==> config.mk <==
export PLATFORM = sky130hd
export DESIGN_NAME = acg_top
export DESIGN_NICKNAME = d
export VERILOG_FILES = /design/src/acg_pkg.sv /design/src/acg_top.sv /design/src/acg_clk_div.sv
export SDC_FILE = /design/constraint.sdc
export NUM_CORES = 1
export LEC_CHECK = 0
export ABC_AREA = 1
export BUFFER_PORTS_ARGS = -buffer_cell sky130_fd_sc_hd__clkbuf_2
export CELL_PAD_IN_SITES_DETAIL_PLACEMENT = 0
export CELL_PAD_IN_SITES_GLOBAL_PLACEMENT = 1
export CORE_MARGIN = 2
export CORE_UTILIZATION = 33
export DETAILED_ROUTE_END_ITERATION = 6
export HOLD_SLACK_MARGIN = 0.15
export PLACE_DENSITY_LB_ADDON = 0.1
export SLEW_MARGIN = 15
export SYNTH_ARGS = -nofsm -noshare
export SYNTH_HDL_FRONTEND = slang
export SYNTH_SLANG_ARGS = --single-unit
==> constraint.sdc <==
create_clock -name i_clk -period 8.3 [get_ports i_clk]
set_input_delay 0.83 -clock i_clk [delete_from_list [all_inputs] [get_ports i_clk]]
set_output_delay 0.83 -clock i_clk [all_outputs]
set_load 0.02 [all_outputs]
==> src/acg_pkg.sv <==
package acg_pkg;
    // Special function register addresses
    localparam logic [7:0] ADDR_CONTROL_ONE = 8'hEF;
    localparam logic [7:0] ADDR_CONTROL_TWO = 8'hD8;
    localparam logic [7:0] ADDR_CAL_CONTROL = 8'hF5;
    localparam logic [7:0] ADDR_OFS_LOW = 8'hF1;
    localparam logic [7:0] ADDR_OFS_HIGH = 8'hF2;
    localparam logic [7:0] ADDR_GAIN_LOW = 8'hF3;
    localparam logic [7:0] ADDR_GAIN_HIGH = 8'hF4;

    // converter_control_one fields
    localparam int EXT_REF_BIT = 6;
    localparam int CLK_DIV_LSB = 4;
    localparam int ACQ_LSB = 2;
    // converter_control_two fields
    localparam int IRQ_FLAG_BIT = 7;
    localparam int CAPTURE_BIT = 6;
    localparam int CHAN_LSB = 0;
    // calibration_control fields
    localparam int BUSY_BIT = 7;
    localparam int AVG_LSB = 4;
    localparam int CAL_TYPE_BIT = 1;
    localparam int CAL_START_BIT = 0;

    // Reset values
    localparam logic [7:0] CONTROL_ONE_RST = 8'h00;
    localparam logic [7:0] CONTROL_TWO_RST = 8'h00;
    localparam logic [7:0] CAL_CONTROL_RST = 8'h00;
    localparam logic [13:0] OFS_RST = 14'h2000;
    localparam logic [13:0] GAIN_RST = 14'h2000;

    // Device calibration channel codes
    localparam logic [3:0] CHAN_INT_GND = 4'hB;
    localparam logic [3:0] CHAN_INT_REF = 4'hC;

    // Calibration cycle timing, in converter clocks
    localparam logic [15:0] CAL_MULT = 16'h000E;
    localparam logic [15:0] CAL_BASE_CLKS = 16'h0010;

    // Converter clock divide codes
    localparam logic [3:0] DIV_CODE0 = 4'hF;
    localparam logic [3:0] DIV_CODE1 = 4'h1;
    localparam logic [3:0] DIV_CODE2 = 4'h3;
    localparam logic [3:0] DIV_CODE3 = 4'h7;

    // Averaging counts per averaging code
    localparam logic [5:0] AVG_CODE0 = 6'h0F;
    localparam logic [5:0] AVG_CODE1 = 6'h01;
    localparam logic [5:0] AVG_CODE2 = 6'h1F;
    localparam logic [5:0] AVG_CODE3 = 6'h3F;

    typedef enum logic {
        ACG_IDLE,
        ACG_CAL
    } acg_state_t;
endpackage

==> src/acg_top.sv <==
`timescale 1ns/1ps
module acg_top (
    input wire logic i_clk,
    input wire logic i_arst_n,
    input wire logic [7:0] i_sfr_addr,
    input wire logic i_sfr_wr,
    input wire logic i_sfr_rd,
    input wire logic [7:0] i_sfr_wdata,
    output logic [7:0] o_sfr_rdata,
    input wire logic i_core_xbus_req,
    input wire logic i_core_xbus_internal,
    input wire logic i_core_xsp_req,
    input wire logic i_extended_data_ram_int_en,
    input wire logic i_capture_dest_ext,
    input wire logic i_capture_done,
    input wire logic [13:0] i_cal_result,
    output logic o_ext_port_grant,
    output logic o_int_extended_data_ram_grant,
    output logic o_xsp_grant,
    output logic o_conv_irq,
    output logic o_capture_en,
    output logic o_ext_ref_en,
    output logic [3:0] o_channel_sel,
    output logic [13:0] o_offset_coef,
    output logic [13:0] o_gain_coef,
    output logic o_cal_busy,
    output logic o_cal_is_device
);
    import acg_pkg::*;

    logic [7:0] ctl1_q;
    logic [7:0] ctl2_q;
    logic [1:0] avg_code_q;
    logic cal_type_q;
    logic [13:0] ofs_q;
    logic [13:0] gain_q;
    logic irq_flag_q;
    acg_state_t state_q;
    logic [15:0] ticks_left_q;
    logic tick;
    logic cal_start;
    logic cal_end;
    logic [5:0] averaging_count;
    logic [15:0] acq_clks;
    logic [15:0] cal_ticks;
    logic wr_ctl1;
    logic wr_ctl2;
    logic wr_cal;

    ////////////////////////////////////////////////////////////////////////
    // Write decode
    assign wr_ctl1 = i_sfr_wr && (i_sfr_addr == ADDR_CONTROL_ONE);
    assign wr_ctl2 = i_sfr_wr && (i_sfr_addr == ADDR_CONTROL_TWO);
    assign wr_cal = i_sfr_wr && (i_sfr_addr == ADDR_CAL_CONTROL);
    // A start while busy is ignored so a running cycle keeps its timing
    assign cal_start = wr_cal && i_sfr_wdata[CAL_START_BIT] && (state_q == ACG_IDLE);
    assign cal_end = (state_q == ACG_CAL) && tick && (ticks_left_q == 16'h0001);

    // Converter clock from the core clock
    acg_clk_div u_div (
        .i_clk(i_clk),
        .i_arst_n(i_arst_n),
        .i_ratio(ctl1_q[CLK_DIV_LSB +: 2]),
        .o_tick(tick)
    );

    ////////////////////////////////////////////////////////////////////////
    // Converter control one: external reference, divider, acquisition
    always_ff @(posedge i_clk or negedge i_arst_n) begin
        if (!i_arst_n) begin
            ctl1_q <= CONTROL_ONE_RST;
        end else if (wr_ctl1) begin
            ctl1_q <= i_sfr_wdata;
        end
    end

    // Converter control two: capture enable and channel select
    always_ff @(posedge i_clk or negedge i_arst_n) begin
        if (!i_arst_n) begin
            ctl2_q <= CONTROL_TWO_RST;
        end else if (wr_ctl2) begin
            ctl2_q <= i_sfr_wdata;
        end
    end

    // Interrupt flag; a completion in the clearing cycle still sets it
    always_ff @(posedge i_clk or negedge i_arst_n) begin
        if (!i_arst_n) begin
            irq_flag_q <= 1'b0;
        end else if (i_capture_done) begin
            irq_flag_q <= 1'b1;
        end else if (wr_ctl2) begin
            irq_flag_q <= i_sfr_wdata[IRQ_FLAG_BIT];
        end
    end

    // Calibration settings latched at start
    always_ff @(posedge i_clk or negedge i_arst_n) begin
        if (!i_arst_n) begin
            avg_code_q <= CAL_CONTROL_RST[AVG_LSB +: 2];
            cal_type_q <= CAL_CONTROL_RST[CAL_TYPE_BIT];
        end else if (cal_start) begin
            avg_code_q <= i_sfr_wdata[AVG_LSB +: 2];
            cal_type_q <= i_sfr_wdata[CAL_TYPE_BIT];
        end
    end

    ////////////////////////////////////////////////////////////////////////
    // Cycle length in converter clocks
    always_comb begin
        unique case (avg_code_q)
            2'd0: averaging_count = AVG_CODE0;
            2'd1: averaging_count = AVG_CODE1;
            2'd2: averaging_count = AVG_CODE2;
            2'd3: averaging_count = AVG_CODE3;
        endcase
    end
    assign acq_clks = {14'h0000, ctl1_q[ACQ_LSB +: 2]} + 16'h0001;
    // Widest case is 17640 clocks, inside 16 bits
    assign cal_ticks = 16'(CAL_MULT * {10'h000, averaging_count} * (CAL_BASE_CLKS + acq_clks));

    // Averaging code is latched from the start write, so the count is loaded one cycle later
    always_ff @(posedge i_clk or negedge i_arst_n) begin
        if (!i_arst_n) begin
            state_q <= ACG_IDLE;
            ticks_left_q <= 16'h0000;
        end else begin
            unique case (state_q)
                ACG_IDLE: begin
                    if (cal_start) begin
                        state_q <= ACG_CAL;
                        ticks_left_q <= 16'h0000;
                    end
                end
                ACG_CAL: begin
                    if (ticks_left_q == 16'h0000) begin
                        ticks_left_q <= cal_ticks;
                    end else if (cal_end) begin
                        state_q <= ACG_IDLE;
                    end else if (tick) begin
                        ticks_left_q <= ticks_left_q - 16'h0001;
                    end
                end
            endcase
        end
    end

    ////////////////////////////////////////////////////////////////////////
    // Correction words; calibration result lands in the matching word
    always_ff @(posedge i_clk or negedge i_arst_n) begin
        if (!i_arst_n) begin
            ofs_q <= OFS_RST;
            gain_q <= GAIN_RST;
        end else begin
            if (cal_end && !cal_type_q) begin
                ofs_q <= i_cal_result;
            end else if (i_sfr_wr && i_sfr_addr == ADDR_OFS_LOW) begin
                ofs_q[7:0] <= i_sfr_wdata;
            end else if (i_sfr_wr && i_sfr_addr == ADDR_OFS_HIGH) begin
                ofs_q[13:8] <= i_sfr_wdata[5:0];
            end
            if (cal_end && cal_type_q) begin
                gain_q <= i_cal_result;
            end else if (i_sfr_wr && i_sfr_addr == ADDR_GAIN_LOW) begin
                gain_q[7:0] <= i_sfr_wdata;
            end else if (i_sfr_wr && i_sfr_addr == ADDR_GAIN_HIGH) begin
                gain_q[13:8] <= i_sfr_wdata[5:0];
            end
        end
    end

    // Read data, registered; unmapped addresses read zero
    always_ff @(posedge i_clk or negedge i_arst_n) begin
        if (!i_arst_n) begin
            o_sfr_rdata <= 8'h00;
        end else if (i_sfr_rd) begin
            unique case (i_sfr_addr)
                ADDR_CONTROL_ONE: o_sfr_rdata <= ctl1_q;
                ADDR_CONTROL_TWO: o_sfr_rdata <= {irq_flag_q, ctl2_q[6:0]};
                ADDR_CAL_CONTROL: o_sfr_rdata <= {(state_q == ACG_CAL), 1'b0, avg_code_q,
                                                  2'b00, cal_type_q, 1'b0};
                ADDR_OFS_LOW: o_sfr_rdata <= ofs_q[7:0];
                ADDR_OFS_HIGH: o_sfr_rdata <= {2'b00, ofs_q[13:8]};
                ADDR_GAIN_LOW: o_sfr_rdata <= gain_q[7:0];
                ADDR_GAIN_HIGH: o_sfr_rdata <= {2'b00, gain_q[13:8]};
                default: o_sfr_rdata <= 8'h00;
            endcase
        end
    end

    ////////////////////////////////////////////////////////////////////////
    // Core access gating; the core still runs the instruction, only the grant drops
    always_ff @(posedge i_clk or negedge i_arst_n) begin
        if (!i_arst_n) begin
            o_ext_port_grant <= 1'b0;
            o_int_extended_data_ram_grant <= 1'b0;
            o_xsp_grant <= 1'b0;
        end else begin
            o_ext_port_grant <= i_core_xbus_req && !(i_core_xbus_internal && i_extended_data_ram_int_en)
                                && !ctl2_q[CAPTURE_BIT];
            o_int_extended_data_ram_grant <= i_core_xbus_req && i_core_xbus_internal && i_extended_data_ram_int_en
                                && (!ctl2_q[CAPTURE_BIT] || i_capture_dest_ext);
            o_xsp_grant <= i_core_xsp_req && i_extended_data_ram_int_en
                           && (!ctl2_q[CAPTURE_BIT] || i_capture_dest_ext);
        end
    end

    // Status and control outputs to the converter datapath
    always_ff @(posedge i_clk or negedge i_arst_n) begin
        if (!i_arst_n) begin
            o_conv_irq <= 1'b0;
            o_capture_en <= 1'b0;
            o_ext_ref_en <= 1'b0;
            o_channel_sel <= 4'h0;
            o_offset_coef <= OFS_RST;
            o_gain_coef <= GAIN_RST;
            o_cal_busy <= 1'b0;
            o_cal_is_device <= 1'b0;
        end else begin
            o_conv_irq <= irq_flag_q;
            o_capture_en <= ctl2_q[CAPTURE_BIT];
            o_ext_ref_en <= ctl1_q[EXT_REF_BIT];
            o_channel_sel <= ctl2_q[CHAN_LSB +: 4];
            // Datapath subtracts offset, so a larger word lowers the code
            o_offset_coef <= ofs_q;
            // Datapath multiplies by gain, so a larger word steepens the slope
            o_gain_coef <= gain_q;
            o_cal_busy <= (state_q == ACG_CAL);
            o_cal_is_device <= (state_q == ACG_CAL)
                               && (ctl2_q[CHAN_LSB +: 4] == (cal_type_q ? CHAN_INT_REF : CHAN_INT_GND));
        end
    end
endmodule

==> src/acg_clk_div.sv <==
`timescale 1ns/1ps
module acg_clk_div (
    input wire logic i_clk,
    input wire logic i_arst_n,
    input wire logic [1:0] i_ratio,
    output logic o_tick
);
    import acg_pkg::*;

    logic [3:0] cnt_q;
    logic [3:0] limit;

    ////////////////////////////////////////////////////////////////////////
    // Divide code to terminal count
    always_comb begin
        unique case (i_ratio)
            2'd0: limit = DIV_CODE0;
            2'd1: limit = DIV_CODE1;
            2'd2: limit = DIV_CODE2;
            2'd3: limit = DIV_CODE3;
        endcase
    end

    // Free-running counter; one tick per converter clock period
    always_ff @(posedge i_clk or negedge i_arst_n) begin
        if (!i_arst_n) begin
            cnt_q <= 4'h0;
            o_tick <= 1'b0;
        end else if (cnt_q >= limit) begin
            cnt_q <= 4'h0;
            o_tick <= 1'b1;
        end else begin
            cnt_q <= cnt_q + 4'h1;
            o_tick <= 1'b0;
        end
    end
endmodule

== Word-level counts from Yosys, hierarchy flattened ==
Index checks and enable logic that the tools add are counted.
Storage, ports and cells
  output and inout bits: 48
  word-level logic and storage cells: 115
  bits in registers: 117
  input bits: 40
Cells by class
  multipliers: 2
  bitwise logic cells: 1
  order comparisons: 1
  muxes and demuxes: 25
  reduce and logical (&&, ||, !) cells: 37
  equal/unequal tests: 20
  add/subtract/negate cells: 4
Operators by type and width (number)
  $mux 16: 4
  $eq 8x8->1 const B: 7
  $pmux 8 s7: 1
  $pmux 16 s2: 1
  $mux 14: 2
  $mux 6: 4
  $pmux 6 s4: 1
  $logic_and 1x1->1: 22
  $eq 16x1->1 const B: 1
  $logic_not 16->1: 1
  $mux 8: 2
  $pmux 4 s4: 1
  $sub 16x1->16 const B: 1
  $mul 9x6->15: 1
  $reduce_bool 2->1: 5
  $mul 3x6->9 const A: 1
  $eq 2x2->1 const B: 4
  $add 5x3->6 const A: 1
  $mux 1: 6
  $ne 2x2->1 const B: 3
  $add 4x1->4 const B: 1
  $eq 2x1->1 const B: 2
  $eq 4x4->1: 1
  $ge 4x4->1: 1
  12 further kinds: 16

== Depth between registers and ports, before layout ==
Gate-level depths: netlist of the first run.
  depth after elaboration: 6
  mapped depth: 20
  gate-level depth less buffers: 20

== Hierarchy ==
From an unflattened synthesis of the first run, not the netlist that was laid out.
Unflattened totals
  cell total of the unflattened synthesis: 850
  area, all modules: 6809.0 um^2
By module, submodules not included
  acg_top: cells an instance 817, area each 6511.2 um^2, times used 1, sequential area each 2807.7 um^2
  acg_clk_div: cells an instance 33, area each 297.8 um^2, times used 1, sequential area each 125.1 um^2

== Worst setup path after synthesis of the first run ==
OpenSTA, ideal clock, no wires.
  path type: flip-flop to flip-flop
  start: register avg_code_q[1]
  end: register ticks_left_q[11]
  setup time: 116 ps
  arrival: 3307 ps
  clock period less this slack: 3424 ps
  path slack: 4876 ps
  buffers on the path: 0
  required time: 8184 ps
  cell stages (with the launch flop): 19
  path through: dfrtp_1 -> inv_1 -> ha_1 -> xor2_1 -> nor2_1 -> fa_1 -> ha_1 -> inv_1 -> fa_1 -> inv_1 -> ha_1 -> a21oi_1 -> nor2_1 -> nor2_1 -> nand2_1 -> nand2_1 -> nand3_1 -> nand2_1 -> nand2_1
Between the ends
  word-level cells in the longest chain between the ends: 6
  elaborated cells between the ends (all ways): 9
  classes of those cells: 2 x mul; 3 x eq/ne; 3 x mux; 1 x reduce/logical
Ends and longest elaborated chain
  start: declaration: RTL line acg_top.sv:33  | logic [1:0] avg_code_q;
  start signal: assignment: RTL line acg_top.sv:100  | avg_code_q <= CAL_CONTROL_RST[AVG_LSB +: 2];
  start signal: assignment: RTL line acg_top.sv:103  | avg_code_q <= i_sfr_wdata[AVG_LSB +: 2];
  $eq 2x2->1 (tied with other cells): RTL line acg_top.sv:111  | unique case (avg_code_q)
  $pmux 6 s4 (*): RTL line acg_top.sv:111
  $mul 3x6->9 (*): RTL line acg_top.sv:120  | assign cal_ticks = 16'(CAL_MULT * {10'h000, averaging_count} * (CAL_BASE_CLKS + acq_clks));
  $mul 9x6->15 (*): RTL line acg_top.sv:120
  $mux 16 (*): RTL line acg_top.sv:136  | if (ticks_left_q == 16'h0000) begin
  $pmux 16 s2 (*): RTL line acg_top.sv:128  | unique case (state_q)
  end signal: assignment: RTL line acg_top.sv:137  | ticks_left_q <= cal_ticks;
  end signal: assignment: RTL line acg_top.sv:141  | ticks_left_q <= ticks_left_q - 16'h0001;
  end: declaration: RTL line acg_top.sv:39  | logic [15:0] ticks_left_q;
Mark *: on every way between the ends. The rest lies on a longest branch, timed or not. The select of a mux whose other input is x is not followed.
A chain may end at the register's enable or synchronous reset.

== Worst setup path in the final report of the first run ==
  start: register avg_code_q[0]
  end: register ticks_left_q[12]
The elaborated chain is that of the path after synthesis.

==> impl_metrics.csv, run 1 <==
group,metric,value,unit
hold_path,hold_path_class,"reg -> reg",
timing,report.final.hold_viol_count,0,
clock_network,tritoncts,"built",
timing,setup_viol,0,
setup_path,cp_max_fo,6,
global_route,grt_max_degree,67,
clock_network,cts_hold_buf,0,
timing,fmax,264,MHz
logic_synthesis,syn_area,6680,sq um
place,gp_congestion,0.871,
cells_and_area,layout.nets,1038,
floorplan,floorplan.rows,52,
cells_and_area,layout_common_cells,"nand2_1 (267), inv_1 (113), dfrtp_1 (113), clkbuf_2 (86)",
power_and_ir_drop,p_per_area,255,nW/um^2
floorplan,start_util,0.333,
setup_path,crit_required,8610,ps
drt,wl_per_cell,16.1,um
logic_synthesis,synth-seq-area-share,0.439,
global_route,antenna_found_initial,0,
drt,wl,19800,um
setup_path,crit_family,"adder cells",
global_route,grt_pass1_wl,31800,um
drt,vias,5713,
drt,ant_nets,0,
setup_path,slowest_stage,"fa_1",
flow_run,cap_violations,0,
outcome,status,"complete, no violations",
logic_synthesis,syn_inst,854,
clock_network,clock_path_buffers,2,
cells_and_area,diodes,0,
clock_network,cts.sink_count,117,
logic_synthesis,yosys.cell_types.count,35,
setup_path,r2r_end,"ticks_left_q[12]",
logic_synthesis,synth-seq-cells,117,
clock_network,worstSkewPairLatency,420,ps
setup_path,cp.depth,19,
logic_synthesis,synth_nets,942,
drt,drt_pass1_iterations,5,
timing,fin_ws,4520,ps
setup_path,worst-path-buf-inv,3,
clock_network,clock-root-buffer,"clkbuf_16",
cells_and_area,fin_cells,1233,
timing,worst_slew_pin_slew,882,ps
global_route,grt_pass1_vias,5898,
global_route,grt_overflow,0,
global_route,track_usage,0.193,
setup_path,cp_cell_sequence,"ha_1, xor2_1, nor2_1, fa_1, ha_1, inv_1, fa_1, inv_1, ha_1, nand2_1, nand2_1, inv_1, nor2_1, nor2_1, nand2_1, nand2_1, nand3_1, nand3_1, nand2_1",
timing,skew,10.1,ps
floorplan,die-width,146,um
cells_and_area,area_growth,19.9,%
place,dp.cells,1201,
setup_path,r2r-start,"avg_code_q[0]",
setup_path,startpoint,"avg_code_q[0]",
place,post-dp-hpwl,15000,um
place,io_buffers,87,
timing,tns,0,ps
cells_and_area,layout-drive-gt1-share,0.157,
setup_path,end_kind,"flop",
timing,fin_crit_sh,0.456,
timing,slew_violations,0,
clock_network,htree_levels,4,
place,place_ws,4490,ps
timing,rsz0062_at_grt,"false",
clock_network,cts_made_buffers,17,
timing,fin_hold_ws,384,ps
logic_synthesis,synth_warnings,0,
timing,slew_headroom,0.412,
floorplan,pin_count,88,
power_and_ir_drop,p_leak,4.41,nW
setup_path,critPathCapture,"ticks_left_q[12]",
logic_synthesis,synth.avg_cell_area,7.82,sq um
floorplan,coreArea,20000,sq um
cells_and_area,layout_commonest_cell,"nand2_1",
setup_path,crit_type,"reg -> reg",
clock_network,cts_repair_resize_count,0,
timing,period_minus_slack,3780,ps
clock_network,path_clk_slew,60,ps
floorplan,die-height,146,um
drt,drt_iter0_markers,202,
drt,remaining_drc_errors,0,
drt,via_per_inst,4.63,
power_and_ir_drop,vdd_drop_max,119,uV
setup_path,start_kind,"flop",
floorplan,dieArea,21400,sq um
setup_path,cpPeakStageDelay,530,ps
setup_path,crit_arrival,4090,ps
setup_path,crit_path_frequent_cell,"nand2_1",
clock_network,post_cts_buffers,0,
setup_path,r2r.worst_path.cells,19,
setup_path,r2r_slack,4520,ps
==> kinds of logic after synthesis <==
group	share of synthesized area
AND/OR/NAND/NOR	0.301
buffers and inverters	0.0779
flip-flops	0.439
AO/OA/AOI/OAI	0.0603
adder cells (fa/ha/maj)	0.105
XOR/XNOR	0.0170
==> per-layer routing <==
layer | vias up | global-route usage | wire [um]
met1 | 2700 | 0.245 | 9120
met5 | - | 0 | 0
li1 | 2887 | - | -
met4 | 0 | 0.0578 | 345
met3 | 25 | 0.0350 | 548
met2 | 101 | 0.337 | 9820
==> stage by stage <==
stage	total power [mW]	instance area [sq um]	util
after global placement	1.29	7390	0.369
after CTS	2.07	8010	0.400
after detailed placement	1.29	7390	0.369
after floorplan	1.09	6680	-
after global routing	2.19	8010	0.400
final	2.04	8010	0.400
==> sequential cells by signal (all words and copies together), names as in the netlist, 2 cells and up <==
signal / cells
ticks_left_q: 16
o_channel_sel: 4
ofs_q: 14
ctl2_q: 7
o_offset_coef: 14
o_sfr_rdata: 8
avg_code_q: 2
gain_q: 14
ctl1_q: 8
o_gain_coef: 14
u_div.cnt_q: 4
==> layout make-up <==
class | instances | area (sq um)
clock inverter | 15 | 193
tap | 270 | 338
clock buffer | 17 | 425
multi-input combinational | 606 | 3230
inverter | 120 | 450
sequential | 117 | 2930
timing repair buffer | 88 | 445
fill | 2153 | 12000
==> power breakdown <==
part           leakage [nW]  total, mW  internal (mW)  switching (mW)
Sequential             1.42      0.651          0.616          0.0359
Clock                 0.295      0.777          0.480           0.297
Combinational          2.69      0.612          0.216           0.397
Total                  4.41       2.04           1.31           0.730
==> synthesized netlist by cell type (all sizes together) <==
| library cell | number | area, sq um |
|---|---|---|
| nor3 | 4 | 25.0 |
| buf | 9 | 62.6 |
| or2 | 1 | 6.26 |
| dfrtp | 113 | 2830 |
| xnor2 | 4 | 35.0 |
| inv | 118 | 443 |
| o21ai | 57 | 285 |
| nor2 | 94 | 405 |
| a21oi | 7 | 35.0 |
| clkbuf | 2 | 7.51 |
| nand3 | 85 | 435 |
| o22ai | 9 | 56.3 |
| fa | 13 | 260 |
| nor3b | 1 | 7.51 |
| a21o | 2 | 15.0 |
| ha | 35 | 438 |
| and3 | 1 | 6.26 |
| o2111a | 1 | 11.3 |
| dfstp | 4 | 105 |
| xor2 | 9 | 78.8 |
| clkinv | 2 | 7.51 |
| nand4 | 8 | 56.3 |
| nand3b | 2 | 15.0 |
| nand2 | 273 | 1050 |
==> worst min path at each step <==
stage | start | endpoint | slack (ps) | cells after the start
floorplan | ctl1_q[6] | o_ext_ref_en | 350 | 0
global placement | gain_q[13] | o_gain_coef[13] | 370 | 0
detailed placement | gain_q[13] | o_gain_coef[13] | 370 | 0
CTS | gain_q[13] | o_gain_coef[13] | 390 | 0
global route | gain_q[13] | o_gain_coef[13] | 390 | 0
finish | gain_q[13] | o_gain_coef[13] | 380 | 0
(Power assumes the default switching activity.)
==> inputs of run 2 (changes only) <==
Clock period 8.3 ns to 3.7 ns, I/O delays scaled along.
==> run 2 against run 1 <==
Worst setup slack worse by 4300 ps. Critical endpoint is now ticks_left_q[9]. Critical path type unchanged. Fmax up 8.9%. Highest routed layer unchanged. Non-clock buffer count up 17. Total power up 130%. Routed wire length up 0.16%. Sequential share of layout area down 0.89 points. Largest power group unchanged. Register-to-register slack worse by 4300 ps. Flip-flop and latch count unchanged. Utilization up 1.0 points.
==> impl_metrics.csv, run 2 (synthesis gave the netlist of run 1 again) <==
group,metric,value,unit
timing,fin_crit_sh,0.939,
timing,period_minus_slack,3470,ps
setup_path,crit_path_frequent_cell,"nand2_1",
hold_path,whs_path_depth,3,
clock_network,htree_levels,4,
place,post-dp-hpwl,15100,um
global_route,antenna_found_initial,0,
setup_path,crit_arrival,3770,ps
drt,vias,5707,
place,dp.cells,1212,
timing,slew_headroom,0.494,
power_and_ir_drop,switching_share,0.354,
cells_and_area,top_register,"ticks_left_q",
place,io_buffers,87,
power_and_ir_drop,vdd_drop_max,269,uV
timing,skew,14.5,ps
global_route,grt_pass1_vias,5744,
cells_and_area,layout_commonest_cell,"nand2_1",
clock_network,worstSkewPairLatency,430,ps
floorplan,floorplan.rows,52,
power_and_ir_drop,p_per_area,565,nW/um^2
timing,tns,0,ps
setup_path,r2r.worst_path.cells,15,
timing,report.final.hold_viol_count,0,
timing,fmax,288,MHz
floorplan,dieArea,21400,sq um
cells_and_area,diodes,0,
timing,worst_slew_pin_slew,759,ps
drt,drt_pass1_iterations,5,
setup_path,crit_required,4000,ps
cells_and_area,layout.nets,1055,
flow_run,cap_violations,0,
cells_and_area,layout_common_cells,"nand2_1 (267), dfrtp_1 (112), inv_1 (111), clkbuf_2 (86), nand3_1 (83)",
drt,wl,19900,um
setup_path,end_kind,"flop",
power_and_ir_drop,seqPwrFrac,0.314,
floorplan,die-width,146,um
floorplan,pin_count,88,
power_and_ir_drop,power.internal,3.00,mW
timing,fin_hold_ws,164,ps
timing,setup_viol,0,
drt,remaining_drc_errors,0,
cells_and_area,largest_register_ffs,16,
global_route,grt_max_degree,57,
global_route,grt_pass1_wl,31700,um
clock_network,tritoncts,"built",
setup_path,slowest_stage,"fa_1",
drt,via_per_inst,4.57,
setup_path,crit_type,"reg -> reg",
drt,wl_per_cell,15.9,um
drt,drt_iter0_markers,204,
floorplan,start_util,0.333,
clock_network,clock_path_buffers,2,
hold_path,hold_path_class,"in -> reg",
timing,slew_violations,0,
power_and_ir_drop,clkPwrFrac,0.378,
clock_network,path_clk_slew,60,ps
setup_path,cpPeakStageDelay,550,ps
outcome,status,"complete, no violations",
floorplan,coreArea,20000,sq um
setup_path,cp_cell_sequence,"inv_1, ha_4, inv_1, nor2_1, fa_1, ha_1, fa_1, ha_2, or2_2, nand3_1, nand2_1, nand2_1, nand3_1, nand2_1, o21ai_1",
power_and_ir_drop,fin_total_pwr,4.64,mW
timing,rsz0062_at_grt,"false",
cells_and_area,fin_cells,1250,
power_and_ir_drop,p_switching,1.64,mW
cells_and_area,area_growth,23.0,%
cells_and_area,layout-drive-gt1-share,0.183,
clock_network,cts_made_buffers,17,
place,gp_congestion,0.891,
cells_and_area,postLayoutCoreUtil,0.410,
clock_network,cts.sink_count,117,
setup_path,cp_max_fo,6,
global_route,track_usage,0.194,
floorplan,die-height,146,um
power_and_ir_drop,comb_power_share,0.308,
power_and_ir_drop,p_leak,4.49,nW
drt,ant_nets,0,
global_route,grt_overflow,0,
clock_network,clock-root-buffer,"clkbuf_16",
setup_path,start_kind,"flop",
## run 2: cell types whose count changed in the layout (fill, tap and decap cells not counted), sizes merged
cell         before  now
inv             124  125
clkinv            5    6
clkinvlp          3    1
dlygate4sd3       0    3
buf               2   16
## run 2: stage by stage
stage	instance area, sq um	setup slack [ps]
6_report	8220	226
5_1_grt	8220	6.09
4_1_cts	8120	2.62
3_5_place_dp	7480	16.1
3_3_place_gp	7480	59.0
2_1_floorplan	6680	276
## run 2: repair_timing
item / CTS / global route
setup endpoints to repair: 0 / 8
resized for setup: 0 / 15
setup buffers: 0 / 3
hold buffers: 3 / 0
endpoints found under the hold margin: 52 / 0
## run 2: layer usage
layer | track usage | part of all wire | vias to the layer above
met2 | 0.338 | 0.50 | 92
met5 | 0 | 0 | -
met4 | 0.0709 | 0.027 | 0
met1 | 0.238 | 0.45 | 2663
li1 | - | - | 2918
met3 | 0.0372 | 0.023 | 34
## run 2: final timing paths
check / startpoint / endpoint / slack [ps]
max reg2reg: avg_code_q[0] / ticks_left_q[9] / 230
max: avg_code_q[0] / ticks_left_q[9] / 230
min: i_capture_done / irq_flag_q / 160
min in group asynchronous: i_arst_n / ticks_left_q[11] / 540
min reg2reg: gain_q[13] / o_gain_coef[13] / 380
max in group asynchronous: i_arst_n / o_offset_coef[13] / 2240
## run 2: final cells by class
type / count / area (sq um)
Sequential cell: 117 / 2930
Fill cell: 2151 / 11800
Clock buffer: 17 / 425
Tap cell: 270 / 338
Timing Repair Buffer: 105 / 581
Inverter: 120 / 450
Clock inverter: 15 / 191
Multi-Input combinational cell: 606 / 3300
## run 2: critical path: cells and delay by family, from the launching register on
kind	cells	cell delay, ps
fa+ha+maj	5	1930
compound gates	1	60
simple gates	7	780
flops	1	420
buf+inv	2	170
## run 2: power groups by stage
| stage | Clock, mW | Combinational [mW] | Sequential (mW) |
|---|---|---|---|
| 2_1_floorplan | 0 | 0.965 | 1.49 |
| 3_3_place_gp | 0 | 1.41 | 1.48 |
| 3_5_place_dp | 0 | 1.41 | 1.48 |
| 4_1_cts | 1.79 | 1.41 | 1.46 |
| 5_1_grt | 1.85 | 1.68 | 1.47 |
| 6_report | 1.75 | 1.43 | 1.46 |
==> inputs of run 3 (changes only) <==
--- a/config.mk
+++ b/config.mk
@@ -7,3 +7,2 @@
 export LEC_CHECK = 0
-export ABC_AREA = 1
 export BUFFER_PORTS_ARGS = -buffer_cell sky130_fd_sc_hd__clkbuf_2
--- a/constraint.sdc
+++ b/constraint.sdc
@@ -3,2 +3,2 @@
 set_output_delay 0.37 -clock i_clk [all_outputs]
-set_load 0.02 [all_outputs]
+set_load 0.05 [all_outputs]
==> run 3 against run 2 <==
Non-clock buffer count up 38. Critical path type unchanged. Count of clock-buffer cells in the layout grew 3. Via count shrank 8.4%. Utilization increased by 2.3 points. The run now ends with negative setup slack left.
==> impl_metrics.csv, run 3 <==
group,metric,value,unit
outcome,status,"complete, but fails checks",
outcome,violations,"negative setup slack",
timing,rsz0062_at_grt,"true",
setup_path,start_kind,"flop",
timing,fin_ws,-130,ps
clock_network,htree_levels,4,
setup_path,end_kind,"flop",
place,gp_congestion,0.789,
power_and_ir_drop,p_leak,4.00,nW
drt,ant_nets,0,
global_route,track_usage,0.198,
logic_synthesis,syn_inst,634,
floorplan,floorplan.rows,51,
cells_and_area,largest_register_ffs,16,
clock_network,cts_made_buffers,17,
cells_and_area,layout_commonest_cell,"dfrtp_1",
floorplan,pin_count,88,
floorplan,dieArea,20600,sq um
setup_path,cp_max_fo,6,
drt,remaining_drc_errors,0,
cells_and_area,diodes,0,
floorplan,die-height,144,um
timing,slew_violations,0,
drt,wl,18900,um
power_and_ir_drop,p_per_area,544,nW/um^2
drt,via_per_inst,4.96,
logic_synthesis,synth-seq-cells,117,
timing,tns,-296,ps
logic_synthesis,synth_edf_count,0,
clock_network,tritoncts,"built",
drt,drt_iter0_markers,308,
logic_synthesis,synth.avg_cell_area,10.1,sq um
setup_path,slowest_stage,"fa_1",
floorplan,start_util,0.334,
setup_path,crit_type,"reg -> reg",
clock_network,cts.sink_count,117,
logic_synthesis,synthArstFlopShare,1.00,
setup_path,cpPeakStageDelay,490,ps
timing,skew,27.9,ps
setup_path,crit_required,3980,ps
timing,slew_headroom,0.329,
logic_synthesis,synthMostInstantiatedCell,"dfrtp_1",
timing,worst_slew_pin_slew,1010,ps
power_and_ir_drop,vdd_drop_max,376,uV
flow_run,cap_violations,0,
cells_and_area,layout-drive-gt1-share,0.306,
drt,drt_pass1_iterations,4,
drt,wl_per_cell,18.0,um
clock_network,worstSkewPairLatency,430,ps
timing,fmax,261,MHz
power_and_ir_drop,fin_total_pwr,4.53,mW
logic_synthesis,synth.largest_area_cell,"dfrtp_1",
floorplan,die-width,144,um
logic_synthesis,synth_warnings,0,
logic_synthesis,synth_common_cells,"dfrtp_1 (113), nor2_1 (59), inv_1 (53)",
global_route,grt_pass1_vias,5592,
logic_synthesis,synth_area_leaders,"dfrtp_1 (44%), ha_1 (6.8%), mux2i_1 (4.7%)",
cells_and_area,area_growth,29.6,%
global_route,grt_overflow,0,
floorplan,coreArea,19300,sq um
setup_path,cp_cell_sequence,"ha_2, or2_4, and2_4, fa_1, ha_1, inv_1, fa_1, inv_2, ha_4, o21ai_2, a21oi_2, o31a_1, xnor2_1, a21oi_1, a221o_1",
logic_synthesis,yosys.cell_types.count,65,
logic_synthesis,yosys.area.top_type_share,0.440,
place,post-dp-hpwl,14100,um
global_route,antenna_found_initial,0,
global_route,grt_pass1_wl,30600,um
logic_synthesis,synthFlopType,"dfrtp_1",
timing,report.final.hold_viol_count,0,
logic_synthesis,synth_nets,722,
cells_and_area,layout.nets,863,
clock_network,path_clk_slew,60,ps
logic_synthesis,syn_area,6430,sq um
hold_path,hold_path_class,"in -> reg",
timing,fin_crit_sh,1.04,
place,io_buffers,87,
drt,vias,5228,
cells_and_area,fillerInstances,1937,
timing,period_minus_slack,3830,ps
clock_network,clock-root-buffer,"clkbuf_16",
setup_path,crit_arrival,4110,ps
cells_and_area,layout_common_cells,"dfrtp_1 (111), clkbuf_2 (86), nor2_1 (58), buf_4 (52), inv_1 (47)",
setup_path,crit_path_frequent_cell,"fa_1",
global_route,grt_max_degree,64,
timing,setup_viol,5,
cells_and_area,top_register,"ticks_left_q",
clock_network,clock_path_buffers,2,
logic_synthesis,synth-seq-area-share,0.456,
-- run 3: changes by cell type in the layout (fill, tap and decap cells not counted), moves of 10 or more --
cell and change:
nor2_1 -23, nand2_1 -236, buf_4 +36, o21ai_0 -13, nor2b_1 +10, and2_1 +10, inv_1 -64, a21oi_1 +37
mux2_2 +18, mux2i_1 +30, o21ai_1 -10, nand3_1 -67, a22oi_1 +16
-- run 3: cell type report --
cell class                 instances  area [sq um]  share of cell area
clock buffer                      20           457              0.0548
clock inverter                    12           143              0.0171
inverter                          53           199              0.0239
multi-input combinational        443          3400               0.408
sequential                       117          2940               0.352
tap                              265           332              0.0398
timing repair buffer             143           871               0.104
-- run 3: through the flow --
step | cells | utilization | hold WS, ps | setup WS (ps) | cell area (sq um)
5_1_grt | 1053 | 0.432 | 190 | -317 | 8330
3_5_place_dp | 1011 | 0.391 | 372 | -241 | 7540
2_1_floorplan | 634 | - | 74.4 | 3.62 | 6520
3_3_place_gp | 1011 | 0.391 | 378 | -108 | 7540
6_report | 1053 | 0.432 | 169 | -130 | 8330
4_1_cts | 1052 | 0.431 | 160 | -71.3 | 8300
-- run 3: kinds of logic (layout without fill, tap and decap cells) --
family / Yosys count / after routing / share of synthesized area
flip-flops: 117 / 117 / 0.456
buffers and inverters: 74 / 228 / 0.0455
adder cells (fa/ha/maj): 48 / 48 / 0.109
AO/OA/AOI/OAI: 146 / 146 / 0.146
multiplexers: 48 / 48 / 0.0782
AND/OR/NAND/NOR: 193 / 193 / 0.154
XOR/XNOR: 8 / 8 / 0.0109
-- run 3: what timing repair did --
item	CTS	global route
setup buffers	4	1
resized for setup	19	6
endpoints found under the setup margin	7	7
endpoints found under the hold margin	60	0
hold buffers	5	0
pin swaps	28	7
-- run 3: metal layers --
metal	share of wire	vias up	GRT usage	wire (um)
met4	0.029	0	0.0882	546
met2	0.50	113	0.331	9490
li1	-	2530	-	-
met5	0	-	0	0
met1	0.43	2555	0.251	8150
met3	0.039	30	0.0360	735
-- run 3: final timing paths --
| kind | start | cells past startpoint | slack (ps) | to |
|---|---|---|---|---|
| worst min register to register | gain_q[13] | 0 | 380 | o_gain_coef[13] |
| worst max register to register | avg_code_q[0] | 15 | -130 | ticks_left_q[10] |
| worst max-delay path | avg_code_q[0] | 15 | -130 | ticks_left_q[10] |
| worst min-delay path | i_extended_data_ram_int_en | 3 | 170 | o_int_extended_data_ram_grant |
| min in group asynchronous | i_arst_n | 2 | 620 | u_div.o_tick |
| max in group asynchronous | i_arst_n | 3 | 2130 | o_gain_coef[8] |
-- run 3: critical path, delay by kind of cell (launching register included) --
kind / cells / cell delay (ps)
adder cells (fa/ha/maj): 5 / 1640
AND/OR/NAND/NOR: 2 / 440
XOR/XNOR: 1 / 180
buffers and inverters: 2 / 100
AO/OA/AOI/OAI: 5 / 890
flip-flops: 1 / 450
-- run 3: report_power, final --
| part | leakage (nW) | total, mW | switching [mW] | internal (mW) |
|---|---|---|---|---|
| registers | 1.44 | 1.59 | 0.163 | 1.43 |
| logic | 2.28 | 1.27 | 0.721 | 0.552 |
| clock network | 0.280 | 1.66 | 0.628 | 1.04 |
